<file path="src/logic/bzcg_defines.vh">
`ifndef BZCG_DEFINES_VH
`define BZCG_DEFINES_VH

// register byte addresses on the AXI4-Lite slave
`define BZCG_ADDR_CONFIG 8'h00
`define BZCG_ADDR_GEN 8'h04
`define BZCG_ADDR_STATUS 8'h08
`define BZCG_ADDR_MASK 8'h0c
`define BZCG_ADDR_DECODE 8'h10

// bioimpedance_config field positions
`define BZCG_PHASE_LSB 0
`define BZCG_PHASE_MSB 3
`define BZCG_MAG_LSB 4
`define BZCG_MAG_MSB 6
`define BZCG_MON_BIT 7
`define BZCG_FREQ_LSB 8
`define BZCG_FREQ_MSB 11
`define BZCG_LPF_LSB 12
`define BZCG_LPF_MSB 13

// general register field positions
`define BZCG_GEN_EN_BIT 0
`define BZCG_GEN_RATE_BIT 1
`define BZCG_GEN_MCLK_LSB 2
`define BZCG_GEN_MCLK_MSB 3

// reset values
`define BZCG_CONFIG_RESET 24'h001800
`define BZCG_GEN_RESET 32'h00000000
`define BZCG_MASK_RESET 32'h00000000

// low-pass codes
`define BZCG_LPF_DEFAULT 2'h1
`define BZCG_LPF_HIGHEST 2'h3

// magnitudes in microamps
`define BZCG_MAG_OFF 7'h00
`define BZCG_MAG_8 7'h08
`define BZCG_MAG_16 7'h10
`define BZCG_MAG_32 7'h20
`define BZCG_MAG_48 7'h30
`define BZCG_MAG_64 7'h40
`define BZCG_MAG_96 7'h60

// phase steps in hundredths of a degree
`define BZCG_STEP_FINE 16'd1125
`define BZCG_STEP_MID 16'd2250
`define BZCG_STEP_COARSE 16'd4500

// axi response codes
`define BZCG_RESP_OKAY 2'h0
`define BZCG_RESP_SLVERR 2'h2

`endif

</file>
<file path="src/logic/bzcg_config_bank.v">
// The implementer's own choices: the AXI4-Lite register port and the placing of the registers.
`timescale 1ns/1ps
`include "bzcg_defines.vh"

// Notes on behaviour
// - monitor disabled: no compliance watching, no new monitor events; a status bit already set and its interrupt stay until cleared.
// - monitor enabled with channel and generators active: watch compliance, flag events.
// - magnitude 000 off and floating; 001-101 give 8..64 uA; 111 gives 96 uA.
// - frequency code 0010 or above: phase is four-bit code times 11.25 degrees.
// - frequency code 0001: phase is upper three bits times 22.50 degrees.
// - frequency code 0000: phase is upper two bits times 45.00 degrees.
// - unsupported low-pass at halved rate maps to the 4 Hz default.
// - stored low-pass value kept; readback shows the effective internal value.
module bzcg_config_bank (
  input wire clk,
  input wire srst,
  input wire [7:0] s_axi_awaddr,
  input wire s_axi_awvalid,
  output wire s_axi_awready,
  input wire [31:0] s_axi_wdata,
  input wire [3:0] s_axi_wstrb,
  input wire s_axi_wvalid,
  output wire s_axi_wready,
  output reg [1:0] s_axi_bresp,
  output reg s_axi_bvalid,
  input wire s_axi_bready,
  input wire [7:0] s_axi_araddr,
  input wire s_axi_arvalid,
  output wire s_axi_arready,
  output reg [31:0] s_axi_rdata,
  output reg [1:0] s_axi_rresp,
  output reg s_axi_rvalid,
  input wire s_axi_rready,
  input wire channel_active,
  input wire compliance_fault,
  output reg drive_enable,
  output reg [6:0] drive_current_ua,
  output reg drive_out_positive_oe,
  output reg drive_out_negative_oe,
  output reg [15:0] phase_offset_centideg,
  output reg [1:0] effective_lowpass_code,
  output reg monitor_active,
  output wire irq
);

  // stored registers
  reg [23:0] config_reg;
  reg [31:0] gen_reg;
  reg [31:0] status_reg;
  reg [31:0] mask_reg;
  reg [31:0] status_next;

  // write channel capture
  reg [7:0] wr_addr_reg;
  reg wr_addr_full_reg;
  reg [31:0] wr_data_reg;
  reg [3:0] wr_strb_reg;
  reg wr_data_full_reg;

  // compliance edge tracking
  reg fault_seen_reg;

  // decoded views
  wire [1:0] lpf_stored;
  wire [1:0] lpf_effective;
  wire [23:0] config_view;
  wire [6:0] dec_ua;
  wire dec_on;
  wire [15:0] dec_phase;
  wire watch;
  wire event_pulse;
  wire wr_fire;
  wire rd_fire;
  wire [31:0] config_merged;

  // byte lane merge of a write into a stored word
  function [31:0] bzcg_merge;
    input [31:0] old_word;
    input [31:0] new_word;
    input [3:0] strb;
    integer i;
    begin
      bzcg_merge = old_word;
      for (i = 0; i < 4; i = i + 1) begin
        if (strb[i]) begin
          bzcg_merge[i*8 +: 8] = new_word[i*8 +: 8];
        end
      end
    end
  endfunction

  // low-pass remap: highest code only allowed at the full rate
  function [1:0] bzcg_lpf_map;
    input [1:0] code;
    input half_rate;
    begin
      if (half_rate && (code == `BZCG_LPF_HIGHEST)) begin
        bzcg_lpf_map = `BZCG_LPF_DEFAULT;
      end else begin
        bzcg_lpf_map = code;
      end
    end
  endfunction

  // config write merged as a full word, upper byte dropped on store
  assign config_merged = bzcg_merge({8'h00, config_reg}, wr_data_reg, wr_strb_reg);

  assign lpf_stored = config_reg[`BZCG_LPF_MSB:`BZCG_LPF_LSB];
  assign lpf_effective = bzcg_lpf_map(lpf_stored, gen_reg[`BZCG_GEN_RATE_BIT]);

  // readback replaces the low-pass field with the value in use
  assign config_view = {config_reg[23:14], lpf_effective, config_reg[13'd11:0]};

  // field decode shared with the drive logic
  bzcg_drive_decode u_decode (
    .magnitude_code(config_reg[`BZCG_MAG_MSB:`BZCG_MAG_LSB]),
    .frequency_code(config_reg[`BZCG_FREQ_MSB:`BZCG_FREQ_LSB]),
    .phase_code(config_reg[`BZCG_PHASE_MSB:`BZCG_PHASE_LSB]),
    .drive_ua(dec_ua),
    .drive_on(dec_on),
    .phase_centideg(dec_phase)
  );

  // monitor runs only with enable, channel and generators all on
  assign watch = config_reg[`BZCG_MON_BIT] & gen_reg[`BZCG_GEN_EN_BIT]
    & channel_active & dec_on;
  assign event_pulse = watch & compliance_fault & ~fault_seen_reg;

  // handshake outputs
  assign s_axi_awready = ~wr_addr_full_reg & ~s_axi_bvalid;
  assign s_axi_wready = ~wr_data_full_reg & ~s_axi_bvalid;
  assign s_axi_arready = ~s_axi_rvalid;
  assign wr_fire = wr_addr_full_reg & wr_data_full_reg & ~s_axi_bvalid;
  assign rd_fire = s_axi_arvalid & ~s_axi_rvalid;

  // interrupt is high while an unmasked status bit is set
  assign irq = |(status_reg & mask_reg);

  // status next value: event set wins over write-one-to-clear
  always @* begin
    status_next = status_reg;
    if (wr_fire && (wr_addr_reg == `BZCG_ADDR_STATUS)) begin
      status_next = status_reg & ~bzcg_merge(32'h00000000, wr_data_reg, wr_strb_reg);
    end
    if (event_pulse) begin
      status_next[0] = 1'b1;
    end
    if (!watch) begin
      status_next[0] = status_next[0] & ~event_pulse;
    end
    status_next[31:1] = 31'h00000000;
  end

  // write path: capture address and data in either order, then commit
  always @(posedge clk) begin
    if (srst) begin
      wr_addr_reg <= 8'h00;
      wr_addr_full_reg <= 1'b0;
      wr_data_reg <= 32'h00000000;
      wr_strb_reg <= 4'h0;
      wr_data_full_reg <= 1'b0;
      s_axi_bvalid <= 1'b0;
      s_axi_bresp <= `BZCG_RESP_OKAY;
      config_reg <= `BZCG_CONFIG_RESET;
      gen_reg <= `BZCG_GEN_RESET;
      mask_reg <= `BZCG_MASK_RESET;
    end else begin
      if (s_axi_awvalid && s_axi_awready) begin
        wr_addr_reg <= s_axi_awaddr;
        wr_addr_full_reg <= 1'b1;
      end
      if (s_axi_wvalid && s_axi_wready) begin
        wr_data_reg <= s_axi_wdata;
        wr_strb_reg <= s_axi_wstrb;
        wr_data_full_reg <= 1'b1;
      end
      if (wr_fire) begin
        wr_addr_full_reg <= 1'b0;
        wr_data_full_reg <= 1'b0;
        s_axi_bvalid <= 1'b1;
        s_axi_bresp <= `BZCG_RESP_OKAY;
        case (wr_addr_reg)
          `BZCG_ADDR_CONFIG: begin
            // written value kept below the upper byte, including remapped low-pass codes
            config_reg <= config_merged[23:0];
          end
          `BZCG_ADDR_GEN: begin
            gen_reg <= bzcg_merge(gen_reg, wr_data_reg, wr_strb_reg) & 32'h0000000f;
          end
          `BZCG_ADDR_STATUS: begin
            s_axi_bresp <= `BZCG_RESP_OKAY;
          end
          `BZCG_ADDR_MASK: begin
            mask_reg <= bzcg_merge(mask_reg, wr_data_reg, wr_strb_reg) & 32'h00000001;
          end
          `BZCG_ADDR_DECODE: begin
            s_axi_bresp <= `BZCG_RESP_OKAY;
          end
          default: begin
            s_axi_bresp <= `BZCG_RESP_SLVERR;
          end
        endcase
      end else if (s_axi_bvalid && s_axi_bready) begin
        s_axi_bvalid <= 1'b0;
      end
    end
  end

  // status and compliance edge
  always @(posedge clk) begin
    if (srst) begin
      status_reg <= 32'h00000000;
      fault_seen_reg <= 1'b0;
    end else begin
      status_reg <= status_next;
      fault_seen_reg <= watch & compliance_fault;
    end
  end

  // read path: one-cycle answer after address taken
  always @(posedge clk) begin
    if (srst) begin
      s_axi_rvalid <= 1'b0;
      s_axi_rdata <= 32'h00000000;
      s_axi_rresp <= `BZCG_RESP_OKAY;
    end else if (rd_fire) begin
      s_axi_rvalid <= 1'b1;
      s_axi_rresp <= `BZCG_RESP_OKAY;
      case (s_axi_araddr)
        `BZCG_ADDR_CONFIG: s_axi_rdata <= {8'h00, config_view};
        `BZCG_ADDR_GEN: s_axi_rdata <= gen_reg;
        `BZCG_ADDR_STATUS: s_axi_rdata <= status_reg;
        `BZCG_ADDR_MASK: s_axi_rdata <= mask_reg;
        `BZCG_ADDR_DECODE: s_axi_rdata <= {dec_phase, 7'h00, watch, 1'b0, dec_ua};
        default: begin
          s_axi_rdata <= 32'h00000000;
          s_axi_rresp <= `BZCG_RESP_SLVERR;
        end
      endcase
    end else if (s_axi_rvalid && s_axi_rready) begin
      s_axi_rvalid <= 1'b0;
    end
  end

  // registered drive outputs; both drive pins float when off
  always @(posedge clk) begin
    if (srst) begin
      drive_enable <= 1'b0;
      drive_current_ua <= 7'h00;
      drive_out_positive_oe <= 1'b0;
      drive_out_negative_oe <= 1'b0;
      phase_offset_centideg <= 16'h0000;
      effective_lowpass_code <= `BZCG_LPF_DEFAULT;
      monitor_active <= 1'b0;
    end else begin
      drive_enable <= dec_on & gen_reg[`BZCG_GEN_EN_BIT];
      drive_current_ua <= dec_ua;
      drive_out_positive_oe <= dec_on & gen_reg[`BZCG_GEN_EN_BIT];
      drive_out_negative_oe <= dec_on & gen_reg[`BZCG_GEN_EN_BIT];
      phase_offset_centideg <= dec_phase;
      effective_lowpass_code <= lpf_effective;
      monitor_active <= watch;
    end
  end

endmodule

</file>
<file path="src/logic/bzcg_drive_decode.v">
`timescale 1ns/1ps
`include "bzcg_defines.vh"

module bzcg_drive_decode (
  input wire [2:0] magnitude_code,
  input wire [3:0] frequency_code,
  input wire [3:0] phase_code,
  output reg [6:0] drive_ua,
  output wire drive_on,
  output reg [15:0] phase_centideg
);

  // magnitude code to microamps, reserved code gives off
  always @* begin
    case (magnitude_code)
      3'h1: drive_ua = `BZCG_MAG_8;
      3'h2: drive_ua = `BZCG_MAG_16;
      3'h3: drive_ua = `BZCG_MAG_32;
      3'h4: drive_ua = `BZCG_MAG_48;
      3'h5: drive_ua = `BZCG_MAG_64;
      3'h7: drive_ua = `BZCG_MAG_96;
      default: drive_ua = `BZCG_MAG_OFF;
    endcase
  end

  // generators run for any nonzero defined code
  assign drive_on = (drive_ua != `BZCG_MAG_OFF);

  // phase step depends on modulation frequency
  always @* begin
    if (frequency_code >= 4'h2) begin
      phase_centideg = {12'h000, phase_code} * `BZCG_STEP_FINE;
    end else if (frequency_code == 4'h1) begin
      phase_centideg = {13'h0000, phase_code[3:1]} * `BZCG_STEP_MID;
    end else begin
      phase_centideg = {14'h0000, phase_code[3:2]} * `BZCG_STEP_COARSE;
    end
  end

endmodule

</file>
<file path="config.mk">
export PLATFORM = sky130hd
export DESIGN_NAME = bzcg_config_bank
export DESIGN_NICKNAME = d
export VERILOG_FILES = /design/src/logic/bzcg_config_bank.v /design/src/logic/bzcg_drive_decode.v
export VERILOG_INCLUDE_DIRS = /design/src /design/src/logic
export SDC_FILE = /design/constraint.sdc
export NUM_CORES = 1
export LEC_CHECK = 0
export ABC_CLOCK_PERIOD_IN_PS = 2350
export BUFFER_PORTS_ARGS = -buffer_cell sky130_fd_sc_hd__clkbuf_2
export CORE_AREA = 2 2 108 110
export CTS_CLUSTER_SIZE = 14
export DETAILED_ROUTE_END_ITERATION = 8
export DIE_AREA = 0 0 110 112
export HOLD_SLACK_MARGIN = 0.12
export MAX_ROUTING_LAYER = met4
export PLACE_DENSITY_LB_ADDON = 0.05
export SYNTH_ARGS = -nofsm -noshare
export SYNTH_HDL_FRONTEND = slang
export SYNTH_SLANG_ARGS = --single-unit
export TNS_END_PERCENT = 1
</file>
<file path="constraint.sdc">
create_clock -name clk -period 2.35 [get_ports clk]
set_input_delay 0.1175 -clock clk [delete_from_list [all_inputs] [get_ports clk]]
set_output_delay 0.1175 -clock clk [all_outputs]
set_load 0.01 [all_outputs]
</file>
* Yosys cells after proc, flatten, opt, wreduce, memory -nomap -nowiden
Cells that the tools add are included.
** Storage, ports and cells
- Input port bits :: 61
- Register bits after elaboration :: 142
- Output and inout bits :: 71
** Operators by class
- Magnitude comparators :: 1
- Muxes and demuxes :: 16
- Equal/unequal tests :: 16
- Reductions and logical operators :: 20
- Multiply operators :: 3
- Bitwise logic cells :: 21
** Operators by type and width (count)
- one-hot mux 32 bit (5 select lines) :: 1
- one-hot mux 7 bit (6 select lines) :: 1
- equality test 8 x 4 -> 1 bit, second input constant :: 4
- OR reduction 32 bit :: 1
- equality test 8 x 3 -> 1 bit, second input constant :: 2
- equality test 8 x 5 -> 1 bit, second input constant :: 2
- zero test 8 bit :: 2
- two-way mux 16 bit :: 1
- multiplier 4 x 11 -> 15 bit, second input constant :: 1
- two-way mux 15 bit :: 1
- AND reduction 3 bit :: 5
- AND 1 bit :: 14
- multiplier 3 x 11 -> 14 bit, second input constant :: 1
- multiplier 2 x 11 -> 13 bit, second input constant :: 1
- OR reduction 5 bit :: 2
- equality test 3 bit, second input constant :: 3
- two-way mux 1 bit :: 9
- inverter 1 bit :: 7
- nonzero test 7 bit :: 1
- equality test 3 x 2 -> 1 bit, second input constant :: 2
- logical AND 1 bit :: 6
- two-way mux 2 bit :: 3
- equality test 4 x 1 -> 1 bit, second input constant :: 1
- >= comparator 4 x 2 -> 1 bit, second input constant :: 1
- other kinds (4) :: 5

* Longest topological paths before layout
- Depth after elaboration :: 10
- Depth in mapped cells :: 10
- Mapped depth without buffers :: 10

* Cells and area by module
Synthesis repeated with hierarchy kept, for this count alone.
** Unflattened totals
- Cells, all modules :: 613
- Area total of the unflattened synthesis :: 5562.8 um^2
** By module, submodules not included
- bzcg_config_bank :: instances 1, area each 4747.1 um^2, cells each 503
- bzcg_drive_decode :: instances 1, area each 815.8 um^2, cells each 110

* Least setup slack after synthesis
Ideal clock, no wire load.
- Path kind :: reg2reg
- From :: register config_reg[3]
- To :: register s_axi_rdata[30]
- Cell stages (with the launch flop) :: 9
- Path buffers :: 0
- Arrival :: 2161 ps
- Slack :: 72 ps
- Setup time :: 117 ps
- Data required time :: 2233 ps
- Cells stage by stage :: dfxtp_1 > ha_1 > ha_1 > ha_1 > a31oi_1 > a221oi_1 > o31ai_1 > nor3b_1 > a22o_1
** Between the ends
- Cells in the longest elaborated chain, start to end :: 4
- Elaborated cells on any way between the ends :: 6
** RTL lines
- from (decl) :: line bzcg_config_bank.v:47 : reg [23:0] config_reg;
- from (signal assigned) :: line bzcg_config_bank.v:164 : config_reg <= `BZCG_CONFIG_RESET;
- from (signal assigned) :: line bzcg_config_bank.v:185 : config_reg <= config_merged[23:0];
- multiplier 2 x 11 -> 13 bit (no source line) / multiplier 3 x 11 -> 14 bit (equally long branches)
- two-way mux 15 bit :: line bzcg_drive_decode.v:33 : end else if (frequency_code == 4'h1) begin
- two-way mux 16 bit (*) :: line bzcg_drive_decode.v:31 : if (frequency_code >= 4'h2) begin
- one-hot mux 32 bit (5 select lines) (*) :: line bzcg_config_bank.v:229 : case (s_axi_araddr)
- to (signal assigned) :: line bzcg_config_bank.v:230 : `BZCG_ADDR_CONFIG: s_axi_rdata <= {8'h00, config_view};
- to (signal assigned) :: line bzcg_config_bank.v:231 : `BZCG_ADDR_GEN: s_axi_rdata <= gen_reg;
- to (signal assigned) :: line bzcg_config_bank.v:232 : `BZCG_ADDR_STATUS: s_axi_rdata <= status_reg;
- to (decl) :: line bzcg_config_bank.v:30 : output reg [31:0] s_axi_rdata,
Mark *: on every way between the ends. The rest lies on a longest branch, timed or not.
A chain may end at the register's enable or synchronous reset.

* Final worst setup path
- From :: register config_reg[1]
- To :: register s_axi_rdata[30]
** Between the ends
- Cells in the longest elaborated chain, start to end :: 4
- Elaborated cells on any way between the ends :: 5
** RTL lines (line)
- multiplier 3 x 11 -> 14 bit (no source line)
- two-way mux 15 bit :: bzcg_drive_decode.v:33
- two-way mux 16 bit (*) :: bzcg_drive_decode.v:31
- one-hot mux 32 bit (5 select lines) (*) :: bzcg_config_bank.v:229
Marks and branches as above.

==> impl_metrics.tcl <==
set metrics [dict create \
    yosysWarnings 0 \
    coreArea_um2 11200 \
    routed_wl_um 13600 \
    fin_area_um2 7080 \
    synth_top_family_by_area "simple AND/OR/NAND/NOR gates" \
    seq_area_um2 2530 \
    min_from "channel_active" \
    period_needed_ns 2.23 \
    n_fill_cell 976 \
    clk_latency_ns 0.40 \
    vias_per_cell 5.14 \
    synth_ff_type "dfxtp_1" \
    min_path_type "in -> reg" \
    arrival_ns 2.52 \
    ys_ff_latch 126 \
    cp_cell_sequence "ha_2 > ha_2 > ha_4 > a31oi_2 > a221oi_2 > o31ai_2 > buf_4 > nor3b_2 > a22o_1" \
    critPathBufInv 1 \
    setup_viol 0 \
    fin_crit_sh_pct 94.9 \
    dp_cells 848 \
    hold_end "fault_seen_reg$_SDFF_PP0_" \
    cts_root_buf "clkbuf_16" \
    drc 0 \
    wl_met1_um 6200 \
    crit_path_start "config_reg[1]$_SDFFE_PP0P_" \
    grt_max_degree 47 \
    yosys-top-cells-area "dfxtp_1 48%, nand2_1 7.7%, mux2i_1 5.7%" \
    cpMostUsedCell "ha_2" \
    run_status "complete, no violations" \
    largest_reg_flops 31 \
    ys_types 57 \
    grt_pass1_vias 4462 \
    cts_tree "yes" \
    crit_cells 9 \
    fin_cells 919 \
    grt_pass1_wl_um 21900 \
    synthAdderAreaFrac_pct 4.77 \
    dr_total_vias 4725 \
    drtPass1Iterations 4 \
    yosys.area_share.simple_pct 20.1 \
    die-area_um2 12300 \
    io_pins 132 \
    relSlewSlack_pct 43.8 \
    multiInputGateArea_um2 2580 \
    finalPower_mw 5.04 \
    synth_compound_area_share_pct 14.1 \
    ir_drop_v 0.000539 \
    seq_area_frac_synth_pct 48.1 \
    die_w_um 110 \
    rows 39 \
    postSynth.asyncResetShare_pct 0 \
    syn_area_um2 5240 \
    grt.total_usage_pct 23.5 \
    clk_path_buf_depth 2 \
    syn_area_per_cell_um2 8.78 \
    fmax_mhz 449 \
    diodes 0 \
    muxShareOfSynthArea_pct 6.37 \
    drtIter0Drc 254 \
    dpl_cell_area_um2 6040 \
    p_leak_nw 3.21 \
    rrSetupSlack_ns 0.12 \
    r2r_end "s_axi_rdata[30]$_SDFFE_PP0P_" \
    met3_length_um 584 \
    drive_gt1_share_pct 25.4 \
    nets 845 \
    rsz0062_at_grt "true" \
    wl_met2_um 6670 \
    crit_type "reg -> reg" \
    slew_viol_final 0 \
    crit_family "compound AO/OA/AOI/OAI gates" \
    synthCells 597 \
    die_y_um 112 \
    hold_depth 3 \
    tns_ns 0 \
    start_util_pct 46.9 \
    hpwl_um 9360 \
    finalClockSkew_ns 0.00946 \
    htree_levels 4 \
    maxCapViolations 0 \
    yosys.area.top_type "dfxtp_1" \
    crit_slowest_cell "dfxtp_2" \
    start_kind "flop" \
    cp_data_required_time_ns 2.65 \
    cts.sinks 126 \
    antenna_found_initial 0 \
    worst_r2r_startpoint "config_reg[1]$_SDFFE_PP0P_" \
    tightest_slew_ns 0.840 \
    synth_top_cell_area_share_pct 48.1 \
    top_layer "met4" \
    slowest_delay_ns 0.41 \
    worst-path-max-fanout 7 \
    gr-total-overflow 0 \
    port_buffers 115 \
    wl_per_cell_um 14.8 \
    numCtsBuffers 17 \
    synth-xor-area-share_pct 2.01 \
    hold_viol_final 0 \
    clk_pin_slew_ns 0.05 \
    area.growth.synth_to_final_pct 35.1 \
    final_core_util_pct 63.4 \
    ant_nets 0 \
    reg2regPathDepth 9 \
    crit_path_end_kind "flop" \
    power_density_nw_per_um2 711 \
    routabilityCongestion 0.850 \
    synth-edff-count 0 \
]
worst reg2reg max path: cells and delay by family, from the launching register on:
family,cells,cell delay [ns]
AOI/OAI and AO/OA,4,0.88
and+or+nand+nor,1,0.05
adders and majority gates,3,0.62
buffers and inverters,1,0.18
DFF,1,0.41
layout make-up:
type	instances	area share, %
clock buffers	24	6.66
clock inverters	7	1.24
inverters	11	0.583
multi-input cells	424	36.4
flip-flops and latches	126	35.7
well taps	143	2.53
repair buffers	184	16.9
synth_stat cells, drive strengths merged, types with 3 or more instances:
master / count
buf: 11
a22oi: 16
a21oi: 52
ha: 20
dfxtp: 126
and2: 3
inv: 11
nor3b: 3
xnor2: 6
mux2i: 30
nand2b: 4
nor2b: 4
clkbuf: 31
nand2: 110
a311oi: 3
nor3: 10
and3: 7
xor2: 6
a211oi: 3
nand3: 8
nor2: 69
o21ai: 19
a22o: 5
through the flow:
step | hold WS, ns | setup slack (ns)
4_1_cts | 0.121 | 0.0523
3_3_place_gp | 0.305 | -0.0419
3_5_place_dp | 0.309 | -0.0778
6_report | 0.118 | 0.121
2_1_floorplan | 0.217 | 0.0717
5_1_grt | 0.145 | -0.00117
where the power goes:
group | leakage (nW) | switching (mW) | internal (mW) | total [mW]
registers | 1.02 | 0.0377 | 2.19 | 2.23
logic | 1.92 | 0.186 | 0.144 | 0.331
clock network | 0.274 | 0.875 | 1.60 | 2.48
kinds of logic after synthesis:
group           count (synthesis)
compound gates                119
xor+xnor                       12
fa+ha+maj                      20
buf+inv                        53
flops                         126
mux                            32
other cells                     1
simple gates                  234
worst max path at each step:
stage / to / slack [ns]
after floorplan: s_axi_rdata[30]$_SDFFE_PP0P_ / 0.07
after global placement: s_axi_rdata[30]$_SDFFE_PP0P_ / -0.04
after detailed placement: s_axi_rdata[30]$_SDFFE_PP0P_ / -0.08
after CTS: s_axi_rdata[30]$_SDFFE_PP0P_ / 0.05
after global routing: s_axi_rdata[23]$_SDFFE_PP0P_ / -0.001
final: s_axi_rdata[30]$_SDFFE_PP0P_ / 0.12
timing repair:
action / 4_1_cts / 5_1_grt
setup buffers: 0 / 0
resized for setup: 6 / 11
hold buffers: 40 / 0
setup endpoints to repair: 3 / 10
hold endpoints to repair: 40 / 0
pin swaps: 1 / 2
placed cells by master (no fill, tap or decap), types with 3 or more instances in the layout:
master         instances
a21oi_1               52
a22o_1                 5
a22oi_1               16
a311oi_1               3
and2_1                 3
and3_1                 5
buf_4                 30
clkbuf_1               5
clkbuf_16             17
clkbuf_2             114
clkinv_2               4
conb_1                 7
dfxtp_1              123
dfxtp_2                3
dlygate4sd3_1         40
ha_1                  15
ha_2                   3
inv_1                 11
mux2i_1               30
nand2_1              107
nand2b_1               4
nand3_1                8
nor2_1                69
nor2b_1                4
nor3_1                10
o21ai_0               17
xnor2_1                5
xor2_1                 6
per-layer routing:
layer  track usage [%]  up-vias
met5                 -        -
met4              6.58        0
met3              5.09       16
met2              38.1      118
met1              29.4     2209
li1                  -     2382
Note: power is estimated with default switching activity, not from simulation.
